[src/tas_consts.vh]
// constants for the trigger arm sequencer
// included by bare name; definitions only
`ifndef TAS_CONSTS_VH
`define TAS_CONSTS_VH
`define TAS_ARM_ARMED    1'h0
`define TAS_ARM_SELF     1'h1
`define TAS_TRIG_CONT    2'h0
`define TAS_TRIG_TRIG    2'h1
`define TAS_TRIG_GATED   2'h2
`define TAS_POL_NEG      2'h0
`define TAS_POL_POS      2'h1
`define TAS_POL_EITHER   2'h2
`define TAS_OP_SYNC      1'h0
`define TAS_OP_ASYNC     1'h1
`define TAS_PERIOD_W     32
`define TAS_PERIOD_RST   32'h0ee6b280
`define TAS_ST_IDLE      2'h0
`define TAS_ST_WAITEN    2'h1
`define TAS_ST_WAITTRIG  2'h2
`define TAS_ST_RUN       2'h3
`endif

[src/tas_edge_qual.v]
// input qualifier: two-flop synchroniser, polarity-aware edge detection
// assumes pin is asynchronous to clk; one pulse per qualifying edge
`timescale 1ns/10ps
`default_nettype none
`include "tas_consts.vh"
module tas_edge_qual (
	// clock and reset
	input  wire       ref_clk,
	input  wire       nrst,
	// pin and settings
	input  wire       pin,
	input  wire [1:0] polarity,
	input  wire       opAsync,
	input  wire       syncStrobe,
	// results
	output reg        edgePulse,
	output reg        rise,
	output reg        fall,
	output reg        level
);
	reg syncA;
	reg syncB;
	reg prev;
	reg held;
	wire cur;

	// sync mode: sample only on strobe; async: every cycle
	assign cur = (opAsync == `TAS_OP_ASYNC) ? syncB : held;

	always @(posedge ref_clk or negedge nrst) begin
		if (!nrst) begin
			syncA     <= 1'h0;
			syncB     <= 1'h0;
			held      <= 1'h0;
			prev      <= 1'h0;
			edgePulse <= 1'h0;
			rise      <= 1'h0;
			fall      <= 1'h0;
			level     <= 1'h0;
		end else begin
			syncA <= pin;
			syncB <= syncA;
			if (syncStrobe) begin
				held <= syncB;
			end
			prev  <= cur;
			rise  <= cur & ~prev;
			fall  <= ~cur & prev;
			level <= (polarity == `TAS_POL_NEG) ? ~cur : cur;
			case (polarity)
			`TAS_POL_NEG:    edgePulse <= ~cur & prev;
			`TAS_POL_POS:    edgePulse <= cur & ~prev;
			default:         edgePulse <= cur ^ prev;
			endcase
		end
	end
endmodule
`default_nettype wire

[src/tas_sequencer.v]
// trigger arm sequencer: arm mode, trigger mode, gating, internal trigger
// assumes software controls arrive as one-cycle pulses on ref_clk
// assumes trigger and event pins are asynchronous to ref_clk
`timescale 1ns/10ps
`default_nettype none
`include "tas_consts.vh"
module tas_sequencer #(
	parameter PERIOD_W = `TAS_PERIOD_W
) (
	// clock and reset
	input  wire                ref_clk,
	input  wire                nrst,
	// pins
	input  wire                trigPin,
	input  wire                eventPin,
	// configuration
	input  wire                armMode,
	input  wire [1:0]          trigMode,
	input  wire [1:0]          polarity,
	input  wire                opAsync,
	input  wire                intTrigOn,
	input  wire [PERIOD_W-1:0] intPeriod,
	input  wire                syncStrobe,
	// software commands
	input  wire                runCmd,
	input  wire                stopCmd,
	input  wire                forceTrig,
	input  wire                forceEvent,
	input  wire                forceEnable,
	// results
	output reg                 genActive,
	output reg                 advanceEvent,
	output reg                 trigSeen,
	output reg  [1:0]          seqState
);
	// qualified pin pulses
	wire trigEdge;
	wire trigRise;
	wire trigFall;
	wire evEdge;
	wire enablePulse;
	wire anyTrig;
	wire [PERIOD_W-1:0] intNext;
	// internal state
	reg  [PERIOD_W-1:0] intCount;
	reg                 intPulse;
	reg  [1:0]          next_state;
	reg                 next_active;
	reg                 gateOpen;
	reg                 running;

	// sequencer states
	localparam [1:0] ST_IDLE     = `TAS_ST_IDLE;
	localparam [1:0] ST_WAITEN   = `TAS_ST_WAITEN;
	localparam [1:0] ST_WAITTRIG = `TAS_ST_WAITTRIG;
	localparam [1:0] ST_RUN      = `TAS_ST_RUN;

	// state and activity once arming is done
	function [2:0] armedNext(input [1:0] mode);
		if (mode == `TAS_TRIG_CONT)
			armedNext = {ST_RUN, 1'h1};
		else
			armedNext = {ST_WAITTRIG, 1'h0};
	endfunction

	// gate opens on a pin rising edge or a forced trigger
	function gateRise(input rise, input forced);
		gateRise = rise | forced;
	endfunction

	// both qualifiers share polarity and operation settings
	tas_edge_qual trigQual (
		.ref_clk    (ref_clk),
		.nrst       (nrst),
		.pin        (trigPin),
		.polarity   (polarity),
		.opAsync    (opAsync),
		.syncStrobe (syncStrobe),
		.edgePulse  (trigEdge),
		.rise       (trigRise),
		.fall       (trigFall),
		.level      ()
	);

	tas_edge_qual eventQual (
		.ref_clk    (ref_clk),
		.nrst       (nrst),
		.pin        (eventPin),
		.polarity   (polarity),
		.opAsync    (opAsync),
		.syncStrobe (syncStrobe),
		.edgePulse  (evEdge),
		.rise       (),
		.fall       (),
		.level      ()
	);

	// internal periodic trigger, period in clock cycles
	// a period of zero or one fires on every cycle
	assign intNext = intCount + {{(PERIOD_W-1){1'b0}}, 1'b1};

	// counter runs only while out of idle
	always @(posedge ref_clk or negedge nrst) begin
		if (!nrst) begin
			intCount <= {PERIOD_W{1'b0}};
			intPulse <= 1'h0;
		end else if (!intTrigOn || !running) begin
			intCount <= {PERIOD_W{1'b0}};
			intPulse <= 1'h0;
		end else if (intNext >= intPeriod) begin
			intCount <= {PERIOD_W{1'b0}};
			intPulse <= 1'h1;
		end else begin
			intCount <= intNext;
			intPulse <= 1'h0;
		end
	end

	// every trigger source merges here
	assign anyTrig     = trigEdge | forceTrig | intPulse;
	assign enablePulse = evEdge | forceEnable;

	// gate tracking: rising opens, falling closes; forced trigger opens
	always @(posedge ref_clk or negedge nrst) begin
		if (!nrst) begin
			gateOpen <= 1'h0;
		end else if (gateRise(trigRise, forceTrig)) begin
			gateOpen <= 1'h1;
		end else if (trigFall) begin
			gateOpen <= 1'h0;
		end
	end

	// next state; stop overrides every other request
	always @* begin
		next_state  = seqState;
		next_active = genActive;
		case (seqState)
		ST_IDLE: begin
			next_active = 1'h0;
			if (runCmd) begin
				if (armMode == `TAS_ARM_ARMED)
					next_state = ST_WAITEN;
				else
					{next_state, next_active} = armedNext(trigMode);
			end
		end
		ST_WAITEN: begin
			if (enablePulse)
				{next_state, next_active} = armedNext(trigMode);
		end
		ST_WAITTRIG: begin
			if (trigMode == `TAS_TRIG_GATED) begin
				if (gateRise(trigRise, forceTrig)) begin
					next_state  = ST_RUN;
					next_active = 1'h1;
				end
			end else if (anyTrig) begin
				next_state  = ST_RUN;
				next_active = 1'h1;
			end
		end
		ST_RUN: begin
			if (trigMode == `TAS_TRIG_GATED) begin
				if (trigFall)
					next_active = 1'h0;
				else if (gateRise(trigRise, forceTrig))
					next_active = 1'h1;
				else
					next_active = gateOpen;
			end else
				next_active = 1'h1;
		end
		default: begin
			next_state  = ST_IDLE;
			next_active = 1'h0;
		end
		endcase
		if (stopCmd) begin
			next_state  = ST_IDLE;
			next_active = 1'h0;
		end
	end

	// state and level outputs
	always @(posedge ref_clk or negedge nrst) begin
		if (!nrst) begin
			seqState  <= ST_IDLE;
			genActive <= 1'h0;
			running   <= 1'h0;
		end else begin
			seqState  <= next_state;
			genActive <= next_active;
			running   <= (next_state != ST_IDLE);
		end
	end

	// one-cycle result pulses
	always @(posedge ref_clk or negedge nrst) begin
		if (!nrst) begin
			advanceEvent <= 1'h0;
			trigSeen     <= 1'h0;
		end else begin
			advanceEvent <= genActive & (evEdge | forceEvent);
			trigSeen     <= anyTrig;
		end
	end
endmodule
`default_nettype wire

[config.mk]
export PLATFORM = sky130hd
export DESIGN_NAME = tas_sequencer
export DESIGN_NICKNAME = d
export VERILOG_FILES = /design/src/tas_edge_qual.v /design/src/tas_sequencer.v
export VERILOG_INCLUDE_DIRS = /design/src
export SDC_FILE = /design/constraint.sdc
export NUM_CORES = 1
export LEC_CHECK = 0
export CORE_MARGIN = 3
export CORE_UTILIZATION = 45
export CTS_BUF_LIST = sky130_fd_sc_hd__clkbuf_8
export DETAILED_ROUTE_END_ITERATION = 12
export DONT_BUFFER_PORTS = 1
export HOLD_SLACK_MARGIN = 0.02
export PLACE_DENSITY_LB_ADDON = 0.3
export SLEW_MARGIN = 0
export SYNTH_ARGS = -nofsm -noshare
export SYNTH_HDL_FRONTEND = slang
export SYNTH_SLANG_ARGS = --single-unit
[constraint.sdc]
create_clock -name ref_clk -period 3.23 [get_ports ref_clk]
set_clock_uncertainty 0.15 [all_clocks]
set_input_delay 0.1615 -clock ref_clk [delete_from_list [all_inputs] [get_ports ref_clk]]
set_output_delay 0.1615 -clock ref_clk [all_outputs]
set_load 0.05 [all_outputs]
# --- Word-level counts from Yosys, hierarchy flattened ---
# Index checks and enable logic that the tools add are counted.
op_classes:
  n_lt_le_gt_ge: 1
  bitwise: 16
  reduce_logical: 9
  addsub: 1
  n_eq_ne: 8
  muxes: 30
ops:
  columns: ["operator", "n"]
  rows:
  - ["2-to-1 mux 32 bit", 2]
  - ["adder 32 x 1 -> 32 bit, second input constant", 1]
  - ["greater-or-equal comparator 32 bit", 1]
  - ["2-to-1 mux 1 bit", 16]
  - ["2-to-1 mux 2 bit", 8]
  - ["!= test 4 bit, second input constant", 2]
  - ["== test 2 bit, second input constant", 3]
  - ["logical NOT 2 bit", 3]
  - ["case mux 2 bit (3 select lines)", 1]
  - ["AND 1 bit", 5]
  - ["OR 1 bit", 5]
  - ["== test 2 x 1 -> 1 bit, second input constant", 2]
  - ["NOT 1 bit", 4]
  - ["case mux 1 bit (2 select lines)", 2]
  - ["case mux 1 bit (4 select lines)", 1]
  - ["nonzero test 2 bit", 2]
  - ["!= test 3 bit, second input constant", 1]
  - ["AND reduction 3 bit", 1]
  - ["logical NOT 1 bit", 2]
  - ["bitwise XOR 1 bit", 2]
  - ["logical OR 1 bit", 1]
word_totals:
  word_cells: 85
  reg_bits: 52
  output_inout_bits: 5
  in_bits: 49

# --- Logic depth before layout (Yosys ltp) ---
logic_depth:
  word_depth: 7
  ltp_mapped: 13
  ltp_nobuf: 11

# --- By module ---
# From an unflattened synthesis, not the netlist that was laid out.
unflattened:
  hier_cells: 347
  hier_area_um2: 3468.3
modules_own_cells:
  columns: ["mod", "cells_each", "area_per_inst_um2", "n_inst"]
  rows:
  - ["tas_sequencer", 311, 2887.8, 1]
  - ["tas_edge_qual", 18, 290.3, 2]

# --- Worst setup path before layout ---
# Ideal clock, no wire load.
synth_timing:
  kind: "reg-to-reg"
  from: "register intCount[0]"
  to: "register intCount[2]"
  arrival_ns: 2.976
  synth_period_minus_slack_ns: 3.263
  setup_slack_ns: -0.033
  n_path_buf: 2
  path_stages_with_launch: 13
  setup_ns: 0.137
  cell_sequence: "dfrtp_1 ha_1 nand3_1 or2_0 buf_2 nor4_1 xor2_1 ha_1 nand4_1 or4b_2 a31oi_4 buf_6 nor3b_1"
synth_between:
  elab_chain_len: 4
synth_rtl:
  columns: ["element", "line_no", "source"]
  rows:
  - ["start, declared", "tas_sequencer.v:45", "reg [PERIOD_W-1:0] intCount;"]
  - ["start signal, assigned", "tas_sequencer.v:105", "intCount <= {PERIOD_W{1'b0}};"]
  - ["start signal, assigned", "tas_sequencer.v:108", "intCount <= {PERIOD_W{1'b0}};"]
  - ["start signal, assigned", "tas_sequencer.v:111", "intCount <= {PERIOD_W{1'b0}};"]
  - ["adder 32 x 1 -> 32 bit (*)", "tas_sequencer.v:100", "assign intNext = intCount + {{(PERIOD_W-1){1'b0}}, 1'b1};"]
  - ["greater-or-equal comparator 32 bit", "tas_sequencer.v:110", "end else if (intNext >= intPeriod) begin"]
  - ["2-to-1 mux 32 bit (*)", "tas_sequencer.v:110", null]
  - ["2-to-1 mux 32 bit (*)", "tas_sequencer.v:107", "end else if (!intTrigOn || !running) begin"]
# Mark *: on every way between the ends. The rest lies on a longest branch, timed or not.
# A chain may end at the register's enable or synchronous reset.

# --- Final worst setup path ---
layout_timing:
  from: "register intCount[0]"
  to: "register intCount[28]"
# Same word-level chain as after synthesis.

==> impl_metrics.json <==
{
  "regMostFlops": "intCount",
  "layout-area-overhead-vs-synth_pct": 36.81,
  "clockBufferDepth": 2,
  "p_sw_mw": 0.3885,
  "timing.critical_path.cells": "ha_4 > nand3_4 > or2_4 > nor4_4 > xor2_1 > ha_1 > nand4_1 > or4b_4 > a31oi_4 > buf_4 > buf_4 > nor3b_1",
  "placement.io_buffers": 0,
  "synth_top_cell_by_area": "dfrtp_1",
  "synth-edff-count": 0,
  "grt_first_pass_wirelength_mm": 12.81,
  "grt_max_degree": 53,
  "layout_common_cells": "dfrtp_1 (51), buf_4 (46), inv_1 (39)",
  "overflow": 0,
  "violations": "negative setup slack",
  "synthesis.instances": 342,
  "yosys-mux-area-fraction": 0.01274,
  "relSlewSlack": 0.5991,
  "max-cap-violations": 0,
  "syn-cell-area_sq_um": 3338,
  "timing.critical_path.to_type": "flop",
  "timing_max_transition_violations_final": 0,
  "clock_power_share": 0.279,
  "worst_setup_path_startpoint": "intCount[0]$_DFF_PN0_",
  "maxClockFrequency_ghz": 0.3039,
  "drtIter0Drc": 121,
  "setup_ws_ns": -0.06044,
  "yosys_warnings": 0,
  "p_leak_nw": 2.277,
  "yosys.area.top_type_share": 0.3898,
  "diodes": 0,
  "setup.worst_path.class": "reg2reg",
  "io_pins": 54,
  "layout-drive-gt1-share": 0.3036,
  "use_met2": 0.3297,
  "tritoncts_clock_tree": "built",
  "clock_insertion_delay_worst_skew_ns": 0.31,
  "areal_power_density_over_the_cells_nw_per_um2": 290.1,
  "holdCritStartpoint": "forceEnable",
  "finalHoldViolCount": 0,
  "largest_reg_flops": 32,
  "rsz0062_at_grt": "yes",
  "reg.largest.list": "intCount (32), seqState (2)",
  "die_h_um": 92.13,
  "period_share": 1.019,
  "p_int_mw": 0.9365,
  "tritoncts_num_sinks": 52,
  "gp_routability_congestion": 0.8499,
  "dominantRegCellSynth": "dfrtp_1",
  "clk_transition_reported_paths_ns": 0.10,
  "drt-vias-per-instance": 5.517,
  "peakVddDrop_mv": 0.2224,
  "power.combinational.fraction": 0.166,
  "critical_path_buf_inv_count": 2,
  "drc_errors": 0,
  "crit_arrival_ns": 3.33,
  "synth.distinct_cells": 42,
  "post_synthesis_share_of_cell_area_spent_on_full_adders_half_adders_and_majority_gates": 0.1387,
  "post_synth.cell_area_avg_sq_um": 9.761,
  "routed_wire_length_per_instance_um": 17.34,
  "critical_path.most_common_cell": "buf_4",
  "std_cell_rows": 30,
  "layout.cells.most_common": "dfrtp_1",
  "timing.critical_path.slowest_stage_cell": "or4b_4",
  "num-nets-final": 500,
  "worstSetupStartpointType": "flop",
  "groute.usage.overall": 0.1874,
  "die_area_sq_um": 8488,
  "cts_made_buffers": 5,
  "critical_path.max_fanout": 6,
  "gr-usage-met3": 0.02789,
  "ant_nets": 0,
  "power.switching_fraction": 0.2932,
  "yosysSeqAreaShare": 0.3898,
  "dp.final_hpwl_mm": 5.569,
  "h-tree-depth": 2,
  "grt.busiest_layer": "met2",
  "post_synth_and_or_nand_nor_area_fraction": 0.2305,
  "outcome": "complete, but fails checks",
  "synth-async-reset-ratio": 1.000,
  "ff2ff_setup_slack_ns": -0.06,
  "reg2reg_from": "intCount[0]$_DFF_PN0_",
  "post_synthesis_xor_xnor_area_fraction": 0.07871,
  "flops_latches_synth": 52,
  "num_vias": 2819,
  "setup_violations": 24,
  "placeableCoreArea_sq_um": 6982,
  "share_seq_of_total_power": 0.555,
  "syn-num-nets": 428,
  "post_synthesis_compound_gate_area_fraction": 0.08883,
  "antenna_found_initial": 0,
  "setup_total_negative_slack_ns": -1.097,
  "met1_usage": 0.2383,
  "cp_data_required_time_ns": 3.27,
  "ctsRootBufferMaster": "clkbuf_8",
  "number_of_global_route_vias_before_repair": 2799,
  "die_width_um": 92.13,
  "hp-class": "in2reg",
  "yosys-top-cells-area": "dfrtp_1 (39%), ha_1 (14%), nor3b_1 (7.0%)",
  "crit_family": "simple AND/OR/NAND/NOR gates",
  "combinational_family_with_the_most_area_after_synthesis": "simple AND/OR/NAND/NOR gates",
  "worst_path_largest_cell_delay_ns": 0.57,
  "worst_pin_slew_ns": 0.6014,
  "first_pass_iters": 4,
  "initial_core_util": 0.4781,
  "totalPowerFinal_mw": 1.325,
  "drt-total-wl_mm": 8.862,
  "final.min_clock_period_ns": 3.290
}
worst paths after layout:
path | end | cells past startpoint
max in group asynchronous | intCount[15]$_DFF_PN0_ | 2
min in group asynchronous | intCount[1]$_DFF_PN0_ | 2
setup / recovery | intCount[28]$_DFF_PN0_ | 12
setup reg to reg | intCount[28]$_DFF_PN0_ | 12
hold reg to reg | trigQual.syncB$_DFF_PN0_ | 0
hold / removal | seqState[1]$_DFF_PN0_ | 2
per-layer routing:
layer / part of all wire / wire length (um)
met5: 0 / 0
met4: 0.015 / 129
met3: 0.037 / 326
met2: 0.53 / 4661
met1: 0.42 / 3745
cell families after synthesis:
family / count (synthesis)
flip-flops: 52
buffers and inverters: 47
multiplexers: 4
XOR/XNOR: 30
adder cells (fa/ha/maj): 37
AO/OA/AOI/OAI: 45
AND/OR/NAND/NOR: 127
cell usage after synthesis (5+ instances only):
master     n
nand2_1   17
nand3_1   15
and3_1     8
inv_1     38
ha_1      37
nand2b_1   6
o21ai_0    8
a21oi_1   18
dfrtp_1   52
nor3b_1   31
xor2_1    11
nor4_1     7
nand4_1   13
nor2_1     8
xnor2_1   19
and4_1     5
metrics by stage:
| step | hold slack [ns] | utilization | instances | area [sq um] | setup WS [ns] |
|---|---|---|---|---|---|
| 2_1_floorplan | -0.2841 | - | 342 | 3351 | 0.003100 |
| 3_3_place_gp | -0.2820 | 0.5360 | 469 | 3742 | -0.3117 |
| 3_5_place_dp | -0.2827 | 0.5360 | 469 | 3742 | -0.3419 |
| 4_1_cts | 0.02410 | 0.5901 | 497 | 4120 | -0.008610 |
| 5_1_grt | 0.03893 | 0.6541 | 511 | 4567 | -0.2004 |
| 6_report | 0.02151 | 0.6541 | 511 | 4567 | -0.06044 |
final cells by class:
cell class,count,area [sq um]
clock inverter,3,20.02
multi-input combinational,243,2188
timing repair buffer,74,724.4
sequential,52,1303
clock buffer,5,68.82
tap,96,120.1
inverter,38,142.6
fill,559,2415
power groups by stage:
| stage | clock network, mW | registers, mW | logic [mW] |
|---|---|---|---|
| after floorplan | 0 | 0.739 | 0.0975 |
| after global placement | 0 | 0.743 | 0.132 |
| after detailed placement | 0 | 0.745 | 0.136 |
| after CTS | 0.385 | 0.732 | 0.178 |
| after global routing | 0.402 | 0.738 | 0.243 |
| final | 0.370 | 0.735 | 0.219 |
what timing repair did:
action,4_1_cts,5_1_grt
buffers inserted,4,9
setup endpoints to repair,33,33
gates resized for setup,19,60
pin swaps,5,30
hold buffers,16,0
gates cloned,0,5
hold endpoints to repair,68,0
Power figures use the tool's default switching activity.
